===== src/hw/asr_pkg.sv =====
// Package: constants and state type for the setup and result register bank
package asr_pkg;

   // ------------------------------------------------------------
   // Register access
   // ------------------------------------------------------------
   localparam int unsigned ADDR_W       = 6;
   localparam logic [5:0]  SETUP_ADDR   = 6'h03;
   localparam logic [5:0]  RESULT_ADDR  = 6'h04;

   // ------------------------------------------------------------
   // Converter setup register layout
   // ------------------------------------------------------------
   localparam int unsigned SETUP_W      = 16;
   localparam logic [15:0] SETUP_RST    = 16'h1340;
   // Writable bits: 12..8, 6..0; 15..13 and 7 read as zero
   localparam logic [15:0] SETUP_WMASK  = 16'h1f7f;
   localparam int unsigned CODING_BIT   = 12;
   localparam int unsigned REFBUF_LSB   = 10;
   localparam int unsigned AINBUF_LSB   = 8;
   localparam int unsigned REFSEL_LSB   = 4;
   localparam int unsigned CH_NUM       = 4;
   localparam int unsigned HV_CH        = 0;
   localparam logic [3:0]  CH_NONE      = 4'h0;
   localparam logic [3:0]  CH_HV_ONLY   = 4'h1;

   // ------------------------------------------------------------
   // Conversion result layout
   // ------------------------------------------------------------
   localparam int unsigned RES_W        = 24;
   localparam int unsigned SHORT_W      = 16;
   localparam int unsigned STAT_W       = 8;
   localparam int unsigned RD_W         = 32;
   localparam logic [23:0] RES_RST      = 24'h000000;
   localparam logic [7:0]  STAT_RST     = 8'h00;
   localparam logic [5:0]  LEN_SHORT    = 6'h10;
   localparam logic [5:0]  LEN_FULL     = 6'h18;
   localparam logic [5:0]  LEN_STAT     = 6'h08;
   localparam logic [5:0]  LEN_NONE     = 6'h00;

   // ------------------------------------------------------------
   // Whole state of the register bank
   // ------------------------------------------------------------
   typedef struct packed {
      logic [15:0] setup;      // Converter setup register
      logic [23:0] result;     // Stored conversion result
      logic        res_short;  // Stored result is 16 bits wide
      logic [7:0]  res_stat;   // Status snapshot matching the result
      logic        rdy_b;      // Ready flag, low while unread data waits
      logic        pend_v;     // A finished conversion waits to be stored
      logic [23:0] pend_data;  // Waiting conversion, rounded in short mode
      logic        pend_short; // Waiting conversion is 16 bits wide
      logic [7:0]  pend_stat;  // Status captured with the waiting result
      logic [31:0] rd_data;    // Read answer word, left unshifted
      logic [5:0]  rd_bits;    // Number of valid bits in rd_data
   } asr_state_t;

endpackage


===== src/hw/asr_round16.sv =====
// Rounds a 24-bit conversion result to 16 bits with saturation
`timescale 1ns/1ps

module asr_round16
   import asr_pkg::*;
#(
   parameter int unsigned IN_W  = 24,
   parameter int unsigned OUT_W = 16
) (
   // Input sample
   input  wire logic [IN_W-1:0]  full_word,
   // Rounded sample
   output logic      [OUT_W-1:0] short_word
);

   // ------------------------------------------------------------
   // Round half up
   // ------------------------------------------------------------
   localparam int unsigned DROP = IN_W - OUT_W;

   logic [OUT_W:0] sum;   // One extra bit to see the carry

   // Saturate at full scale so that a code near the top never wraps
   always_comb begin
      sum = {1'b0, full_word[IN_W-1:DROP]} +
            {{OUT_W{1'b0}}, full_word[DROP-1]};
      if (sum[OUT_W]) begin
         short_word = {OUT_W{1'b1}};
      end else begin
         short_word = sum[OUT_W-1:0];
      end
   end

endmodule


===== src/hw/asr_regs.sv =====
// Converter setup register and conversion result register of the front end
`timescale 1ns/1ps
//
// Contract
// RULE1: Setup at 0x3, resets 0x1340, reserved zero
// RULE2: Bit 12 picks straight or offset binary
// RULE3: Bits 11:10 set reference buffer halves
// RULE4: Bits 9:8 set analog buffer halves
// RULE5: Host switches buffer halves as pairs; the bench setup loop also writes the split codes 01 and 10 to both fields
// RULE6: Bits 5:4 choose reference source
// RULE7: Host sets reference enable with internal source
// RULE8: Bits 3:0 enable the four channels
// RULE9: All enables zero means high-voltage channel on
// RULE10: Result at 0x4, 24 bits, resets zero
// RULE11: Reading result drives ready high
// RULE12: Same result may be read repeatedly
// RULE13: Host cannot foresee next result after read
// RULE14: No result update during a result read
// RULE15: Status append makes result read longer
// RULE16: Short word mode rounds results to 16
// RULE17: Status append control, status matches result
// RULE18: Short mode applies from next conversion

module asr_regs
   import asr_pkg::*;
(
   // Clock and reset
   input  wire logic              sys_clk,
   input  wire logic              rst_b,
   // Register access from the serial engine
   input  wire logic [ADDR_W-1:0] acc_addr,
   input  wire logic              acc_wr,
   input  wire logic [SETUP_W-1:0] acc_wdata,
   input  wire logic              acc_rd,
   input  wire logic              acc_rd_busy,
   output logic      [RD_W-1:0]   rd_data,
   output logic      [5:0]        rd_bits,
   // Interface control bits kept elsewhere
   input  wire logic              status_append_en,
   input  wire logic              short_word_length,
   input  wire logic [STAT_W-1:0] conv_status,
   // Conversion results from the digital filter
   input  wire logic              conv_done,
   input  wire logic [RES_W-1:0]  conv_data,
   // Setup fields to the analog front end
   output logic                   output_coding_select,
   output logic      [1:0]        ref_buffer_cfg,
   output logic      [1:0]        analog_buffer_cfg,
   output logic      [1:0]        ref_source_sel,
   output logic      [CH_NUM-1:0] channel_on,
   // Ready indication, low while an unread result waits
   output logic                   rdy_b
);

   // ------------------------------------------------------------
   // State and next state
   // ------------------------------------------------------------
   asr_state_t s_q;          // Registered state
   asr_state_t s_d;          // Next state

   logic [SHORT_W-1:0] rounded;     // Conversion rounded to 16 bits
   logic               rd_setup;    // Read of the setup register
   logic               rd_result;   // Read of the result register
   logic               wr_setup;    // Write of the setup register
   logic               hold_off;    // Result read under way
   logic               commit;      // Waiting result moves in now
   logic [3:0]         ch_raw;      // Channel enables as written

   // ------------------------------------------------------------
   // Rounding unit
   // ------------------------------------------------------------
   asr_round16 #(
      .IN_W  (RES_W),
      .OUT_W (SHORT_W)
   ) u_round (
      .full_word  (conv_data),
      .short_word (rounded)
   );

   // ------------------------------------------------------------
   // Access decode
   // ------------------------------------------------------------
   // Reads of the result count as under way from the start pulse on,
   // so a conversion never slips in between start and shift-out
   always_comb begin
      wr_setup  = acc_wr && (acc_addr == SETUP_ADDR);
      rd_setup  = acc_rd && (acc_addr == SETUP_ADDR);
      rd_result = acc_rd && (acc_addr == RESULT_ADDR);
      hold_off  = rd_result || acc_rd_busy;           // RULE14
      commit    = s_q.pend_v && !hold_off;            // RULE14
   end

   // ------------------------------------------------------------
   // Next-state logic
   // ------------------------------------------------------------
   always_comb begin
      s_d = s_q;

      // Setup write: only writable bits land, the rest stay zero
      if (wr_setup) begin
         s_d.setup = acc_wdata & SETUP_WMASK;         // RULE1
      end

      // New conversion goes to the waiting slot; a later one
      // replaces an earlier one that never made it in
      if (conv_done) begin
         s_d.pend_v = 1'b1;
         s_d.pend_stat = conv_status;                 // RULE17
         // Mode taken per conversion, so a change only shows up
         // on the first result finished after it
         s_d.pend_short = short_word_length;          // RULE18
         if (short_word_length) begin
            s_d.pend_data = {{(RES_W-SHORT_W){1'b0}}, rounded}; // RULE16
         end else begin
            s_d.pend_data = conv_data;
         end
      end else if (commit) begin
         s_d.pend_v = 1'b0;
      end

      // Store the waiting result once no result read is in progress
      if (commit) begin
         s_d.result    = s_q.pend_data;               // RULE10
         s_d.res_short = s_q.pend_short;
         s_d.res_stat  = s_q.pend_stat;
         s_d.rdy_b     = 1'b0;
      end

      // A result read marks the data as taken; it never clashes
      // with a store since hold_off blocks the store that cycle
      if (rd_result) begin
         s_d.rdy_b = 1'b1;                            // RULE11
      end

      // Read answer; the stored result is left untouched so that
      // a second read returns the same value
      if (rd_result) begin
         if (s_q.res_short) begin
            s_d.rd_data = {s_q.result[SHORT_W-1:0],
                           {(RD_W-SHORT_W){1'b0}}};   // RULE16
            s_d.rd_bits = LEN_SHORT;
         end else begin
            s_d.rd_data = {s_q.result, STAT_RST};     // RULE12
            s_d.rd_bits = LEN_FULL;
         end
         if (status_append_en) begin
            if (s_q.res_short) begin
               s_d.rd_data = {s_q.result[SHORT_W-1:0], s_q.res_stat,
                              STAT_RST};              // RULE15
            end else begin
               s_d.rd_data = {s_q.result, s_q.res_stat}; // RULE15
            end
            s_d.rd_bits = (s_q.res_short ? LEN_SHORT : LEN_FULL)
                          + LEN_STAT;                 // RULE17
         end
      end else if (rd_setup) begin
         s_d.rd_data = {s_q.setup, {(RD_W-SETUP_W){1'b0}}};
         s_d.rd_bits = LEN_SHORT;
      end else if (acc_rd) begin
         // Unmapped here: answer zero with no bits
         s_d.rd_data = {RD_W{1'b0}};
         s_d.rd_bits = LEN_NONE;
      end
   end

   // ------------------------------------------------------------
   // State register
   // ------------------------------------------------------------
   always_ff @(posedge sys_clk or negedge rst_b) begin
      if (!rst_b) begin
         s_q.setup      <= SETUP_RST;                 // RULE1
         s_q.result     <= RES_RST;                   // RULE10
         s_q.res_short  <= 1'b0;
         s_q.res_stat   <= STAT_RST;
         s_q.rdy_b      <= 1'b1;
         s_q.pend_v     <= 1'b0;
         s_q.pend_data  <= RES_RST;
         s_q.pend_short <= 1'b0;
         s_q.pend_stat  <= STAT_RST;
         s_q.rd_data    <= {RD_W{1'b0}};
         s_q.rd_bits    <= LEN_NONE;
      end else begin
         s_q <= s_d;
      end
   end

   // ------------------------------------------------------------
   // Outputs
   // ------------------------------------------------------------
   // Field decode straight from the stored setup word
   always_comb begin
      output_coding_select = s_q.setup[CODING_BIT];               // RULE2
      ref_buffer_cfg    = s_q.setup[REFBUF_LSB +: 2];             // RULE3
      analog_buffer_cfg = s_q.setup[AINBUF_LSB +: 2];             // RULE4
      ref_source_sel    = s_q.setup[REFSEL_LSB +: 2];             // RULE6
      ch_raw            = s_q.setup[CH_NUM-1:0];                  // RULE8
      // Never leave the converter with nothing to sequence
      channel_on = (ch_raw == CH_NONE) ? CH_HV_ONLY : ch_raw;     // RULE9
      rd_data = s_q.rd_data;
      rd_bits = s_q.rd_bits;
      rdy_b   = s_q.rdy_b;
   end
endmodule


===== config.mk =====
export PLATFORM = sky130hd
export DESIGN_NAME = asr_regs
export DESIGN_NICKNAME = d
export VERILOG_FILES = /design/src/hw/asr_pkg.sv /design/src/hw/asr_round16.sv /design/src/hw/asr_regs.sv
export SDC_FILE = /design/constraint.sdc
export NUM_CORES = 1
export LEC_CHECK = 0
export ABC_CLOCK_PERIOD_IN_PS = 1690
export BUFFER_PORTS_ARGS = -buffer_cell sky130_fd_sc_hd__buf_4
export CORE_AREA = 2 2 108 110
export DETAILED_ROUTE_END_ITERATION = 8
export DIE_AREA = 0 0 110 112
export PLACE_DENSITY_LB_ADDON = 0.2
export SLEW_MARGIN = 20
export SYNTH_ARGS = -nofsm -noshare
export SYNTH_HDL_FRONTEND = slang
export SYNTH_SLANG_ARGS = --single-unit

===== constraint.sdc =====
create_clock -name sys_clk -period 1.69 [get_ports sys_clk]
set_clock_uncertainty 0.2 [all_clocks]
set_input_delay 0.0845 -clock sys_clk [delete_from_list [all_inputs] [get_ports sys_clk]]
set_output_delay 0.0845 -clock sys_clk [all_outputs]
set_load 0.01 [all_outputs]

==> impl_metrics.yaml, run 1 <==
worst_setup_path:
  cp.depth: 7
  path_cells: "dlygate4sd3_1 > buf_4 > nand4_4 > buf_4 > nor4_2 > xnor2_1 > a221oi_1"
  critPathTopFamily: "buffers and inverters"
  cp_slowest_cell: "dlygate4sd3_1"
  crit_buf_inv: 3
  crit_required_ns: 1.79
  crit_type: "in2reg"
  cp_common_cell: "buf_4"
  end_kind: "flop"
  crit_fanout: 7
  critical_path.startpoint: "conv_data[15]"
  rr_startpoint: "s_q[71]"
  startpoint_type: "primary input"
  worstPathArrival_ns: 1.84
  rr_worst_depth: 3
  slowest_delay_ns: 0.53
finish:
  n_antenna_cell: 0
  drive_above_1_share_pct: 36.93
  fin_cells: 774
  final_common_cell: "buf_4"
  num-fill-cells: 837
  finish.utilization_pct: 68.22
  fin_area_mm2: 0.007624
  final_cell_mix: "129 x buf_4, 110 x dfrtp_1, 69 x dlygate4sd3_1"
  fin_nets: 683
  area.growth.synth_to_final_pct: 39.40
drt:
  wl_met1_um: 5856
  vias: 4156
  route.detailed.drc: 0
  drtAntennaViolNets: 0
  top_layer: "met4"
  drtPass1Iterations: 4
  met2_length_um: 6169
  wl_per_cell_um: 17.03
  drt_iter0_drc: 185
  vias_per_cell: 5.370
  wl_met3_um: 889
  totalWireLength_um: 13180
job:
  max-cap-violations: 0
clocking:
  cts_sinks: 115
  worstSkewPairLatency_ns: 0.41
  clock_path_buffers: 2
  h-tree-depth: 4
  cts_tree: "done"
  post_cts_buffers: 0
  cts_buffers: 17
  clockRootBuffer: "clkbuf_16"
  clk_pin_slew_ns: 0.05
timing:
  grt_setup_unrepaired: "true"
  fin_crit_sh_pct: 103.4
  finalCriticalPeriod_ns: 1.747
  finalHoldViolCount: 0
  setup_viol: 2
  final_max_slew_viol_count: 0
  fmax_ghz: 0.5724
  setup_ws_ns: -0.05714
global_routing:
  grt_max_degree: 47
  grt_pass1_wl_um: 20820
  first_global_vias: 4265
  antenna_found_initial: 0
  grt_usage_pct: 22.13
  grt_overflow: 0
placed_design:
  dpl_cell_area_mm2: 0.006254
  gp_congestion: 0.8271
  dp_hpwl_um: 8862
  place_inst: 673
  numPortBuffers: 104
floorplan:
  fp.dieH_um: 112
  dieArea_mm2: 0.01232
  num_rows: 39
  die_x_um: 110
  core_area_mm2: 0.01117
  ios: 112
  start_util_pct: 48.94
synth:
  syn_area_mm2: 0.005469
  async_flop_share_pct: 100.0
  synth_top_area_share_pct: 50.33
  postSynthRegisterBits: 115
  yosysSeqAreaShare_pct: 52.73
  synth-edff-count: 0
  syn-instance-count: 468
  synth_area_per_cell_um2: 11.69
  synth_area_leaders: "dfrtp_1 50%, mux2_2 10%, buf_4 6.0%, mux2i_1 3.5%, nor2_1 2.7%"
  synth_cell_types: 47
  yosysTopAreaCell: "dfrtp_1"
  ys.flop_type: "dfrtp_1"
  synth_warnings: 0
worst_hold_path:
  hold_start: "short_word_length"
  hold_path_depth: 5
  hold_class: "in2reg"
power:
  power_density_mw_per_mm2: 1074
  leakagePower_nw: 3.498
  vdd_drop_max_mv: 0.5609
status:
  status: "complete, but fails checks"
  violations: "setup timing"
## state kept, by name, indices dropped and copies added, names as in the netlist
name / count
s_q: 68
rd_data: 32
ch_raw: 4
rd_bits: 3
analog_buffer_cfg: 2
ref_buffer_cfg: 2
ref_source_sel: 2
output_coding_select: 1
rdy_b: 1
## final timing paths
path	slack (ns)	to
max in group asynchronous	0.79	rd_data[1]
hold / removal	0.002	s_q[55]
min in group asynchronous	0.02	rd_data[11]
setup reg to reg	0.21	s_q[74]
hold reg to reg	0.30	rd_data[30]
setup / recovery	-0.06	s_q[61]
## cell type report
class | count | area [um^2] | area share (%)
well taps | 143 | 178.9 | 2.347
repair buffers | 204 | 1774 | 23.27
clock buffers | 22 | 464.2 | 6.089
multi-input cells | 265 | 2111 | 27.69
clock inverters | 10 | 155.1 | 2.035
inverters | 15 | 56.30 | 0.7386
flip-flops and latches | 115 | 2884 | 37.83
## worst min-delay path, delay by kind of cell
kind | cells | cell delay (ns)
simple gates | 2 | 0.18
buf+inv | 1 | 0.18
compound gates | 2 | 0.12
## power breakdown
| part | switching [W] | internal (W) |
|---|---|---|
| combinational | 0.000503 | 0.000664 |
| sequential | 0.000257 | 0.00305 |
| clock | 0.00118 | 0.00253 |
| total | 0.00194 | 0.00625 |
## cells in the mapped netlist (2+ instances only)
cell type and number:
nor4_1 4, nor3_1 8, nand3_1 3, o22ai_1 2
inv_1 14, mux2_1 3, o2bb2ai_1 13, buf_2 3
nand4_1 3, nor2_1 40, mux2_2 49, buf_6 5
dfstp_2 5, xor2_1 2, dfrtp_1 110, clkbuf_1 21
xnor2_1 8, mux2i_1 19, a21oi_1 5, nand2_1 16
ha_1 3, a221oi_1 8, a22oi_1 8, a221o_1 12
nand3b_1 8, nor3b_1 4, o21ai_0 19, a22o_1 10
buf_4 44, and2_1 2
## metal layers
| layer | global-route usage (%) | vias to the layer above |
|---|---|---|
| met1 | 30.29 | 2036 |
| li1 | - | 1931 |
| met4 | 8.608 | 0 |
| met3 | 4.918 | 29 |
| met5 | 0 | - |
| met2 | 34.23 | 160 |
## what timing repair did
item	4_1_cts	5_1_grt
setup endpoints to repair	0	14
hold buffers	70	0
resized for setup	0	11
hold endpoints to repair	169	0
## logic make-up after synthesis
group           after synthesis  synth area share, %
buf+inv                      90                9.975
flops                       115                52.73
xor+xnor                     10                1.602
simple gates                 98                9.609
mux                          71                14.18
other cells                   1              0.06857
fa+ha+maj                     3               0.6864
compound gates               80                11.14
## through the flow
step | worst slack [ns] | total power, W | hold slack (ns) | TNS, ns
after global placement | -0.05687 | 0.004317 | -0.2982 | -2.025
after floorplan | -0.04251 | 0.003891 | -0.4111 | -1.145
after detailed placement | -0.07965 | 0.004368 | -0.3028 | -2.771
final | -0.05714 | 0.008188 | 0.001555 | -0.05753
after global routing | -0.1486 | 0.008511 | 0.02707 | -0.2617
after CTS | 0.02561 | 0.008230 | 0.0003931 | 0
(Power assumes the default switching activity.)
==> run 2: changes to the inputs <==
Settings changed: SKIP_CTS_REPAIR_TIMING set to 1.
==> run 2 against run 1 <==
Net effect:
- non-clock buffer count is 7 lower
- largest cell class unchanged
- the run ends with hold timing left
- critical endpoint is now s_q[57]
- sequential power about the same
- highest routed layer unchanged
- clock-buffer cell count did not move
- wire length down 0.45%
- via count is 0.77% lower
- clock power hardly changed
- critical path depth down 2
- combinational power hardly changed
==> impl_metrics.yaml, run 2 (synthesized netlist as in run 1, its figures left out) <==
status:
  status: "complete, but fails checks"
  violations: "hold timing"
worst_setup_path:
  cp_common_cell: "dlygate4sd3_1"
  critical_path.startpoint: "conv_data[10]"
  end_kind: "flop"
  path_cells: "buf_4 > dlygate4sd3_1 > nor2_1 > dlygate4sd3_1 > a221oi_1"
  rr_startpoint: "s_q[71]"
  crit_fanout: 5
  startpoint_type: "primary input"
  crit_buf_inv: 3
  slowest_delay_ns: 0.61
  crit_type: "in2reg"
  crit_required_ns: 1.79
  critPathTopFamily: "buffers and inverters"
  cp_slowest_cell: "dlygate4sd3_1"
  worstPathArrival_ns: 1.71
drt:
  vias: 4124
  drtAntennaViolNets: 0
  wl_per_cell_um: 17.11
  vias_per_cell: 5.377
  drt_iter0_drc: 191
  drtPass1Iterations: 4
  totalWireLength_um: 13120
  route.detailed.drc: 0
floorplan:
  num_rows: 39
  die_x_um: 110
  start_util_pct: 48.94
  ios: 112
  core_area_mm2: 0.01117
  dieArea_mm2: 0.01232
  fp.dieH_um: 112
finish:
  largest_register_ffs: 68
  n_antenna_cell: 0
  drive_above_1_share_pct: 36.22
  num-fill-cells: 850
  final_cell_mix: "130 x buf_4, 110 x dfrtp_1, 62 x dlygate4sd3_1"
  area.growth.synth_to_final_pct: 37.02
  final_common_cell: "buf_4"
  largest_register: "s_q"
  fin_nets: 676
clocking:
  clk_pin_slew_ns: 0.05
  cts_sinks: 115
  cts_tree: "done"
  worstSkewPairLatency_ns: 0.41
  clockRootBuffer: "clkbuf_16"
  h-tree-depth: 4
  clock_path_buffers: 2
  cts_buffers: 17
timing:
  tns_ns: 0
  fmax_ghz: 0.6198
  finalCriticalPeriod_ns: 1.613
  final_max_slew_viol_count: 0
  fin_crit_sh_pct: 95.46
  hold-worst-slack_ns: -0.04229
  setup_viol: 0
  finalHoldViolCount: 4
  grt_setup_unrepaired: "false"
power:
  power_density_mw_per_mm2: 1089
  vdd_drop_max_mv: 0.5601
  leakagePower_nw: 3.457
global_routing:
  antenna_found_initial: 0
  grt_overflow: 0
  grt_pass1_wl_um: 19550
  grt_usage_pct: 20.87
  grt_max_degree: 47
  first_global_vias: 3914
worst_hold_path:
  hold_class: "in2reg"
  hold_start: "conv_data[13]"
placed_design:
  gp_congestion: 0.8271
  dp_hpwl_um: 8862
  numPortBuffers: 104
job:
  max-cap-violations: 0
## run 2: where the power goes
| group | leakage, nW | switching (W) | internal [W] | total [W] |
|---|---|---|---|---|
| clock network | 0.300 | 0.00118 | 0.00253 | 0.00371 |
| logic | 1.73 | 0.000494 | 0.000651 | 0.00114 |
| registers | 1.43 | 0.000257 | 0.00305 | 0.00331 |
## run 2: final cells by class
type                       count  area [um^2]  share of cell area, %
timing repair buffer         197         1697                  22.64
clock inverter                10        155.1                  2.070
tap                          143        178.9                  2.388
multi-input combinational    265         2058                  27.47
sequential                   115         2884                  38.49
inverter                      15        56.30                 0.7514
clock buffer                  22        464.2                  6.195
## run 2: final timing paths
kind | endpoint | slack (ns) | cells after the start
setup / recovery | s_q[57] | 0.08 | 5
hold / removal | s_q[53] | -0.04 | 5
setup reg to reg | s_q[84] | 0.21 | 3
hold reg to reg | rd_data[30] | 0.30 | 1
max in group asynchronous | rd_data[1] | 0.79 | 3
min in group asynchronous | rd_data[9] | 0.02 | 3
## run 2: per-stage QoR
step | total power [W] | std cells | setup WS, ns | area, um^2 | util (%)
global placement | 0.004317 | 673 | -0.05687 | 6254 | 55.96
global route | 0.008485 | 767 | 0.03272 | 7493 | 67.06
CTS | 0.008105 | 705 | 0.1057 | 6873 | 61.50
finish | 0.008158 | 767 | 0.07669 | 7493 | 67.06
floorplan | 0.003891 | 470 | -0.04251 | 5483 | -
detailed placement | 0.004368 | 673 | -0.07965 | 6254 | 55.96
## run 2: worst reg2reg max path, delay by kind of cell (launching register included)
family,cells,cell delay [ns]
buffers and inverters,1,0.21
DFF,1,0.34
and+or+nand+nor,1,0.24
muxes,1,0.36
## run 2: per-layer routing
| metal | routed length, um | up-vias | track usage [%] | share of wire [%] |
|---|---|---|---|---|
| li1 | - | 1920 | - | - |
| met1 | 5940 | 2033 | 30.27 | 45 |
| met2 | 6157 | 151 | 29.98 | 47 |
| met3 | 813 | 20 | 5.035 | 6.2 |
| met4 | 212 | 0 | 8.608 | 1.6 |
| met5 | 0 | - | 0 | 0 |
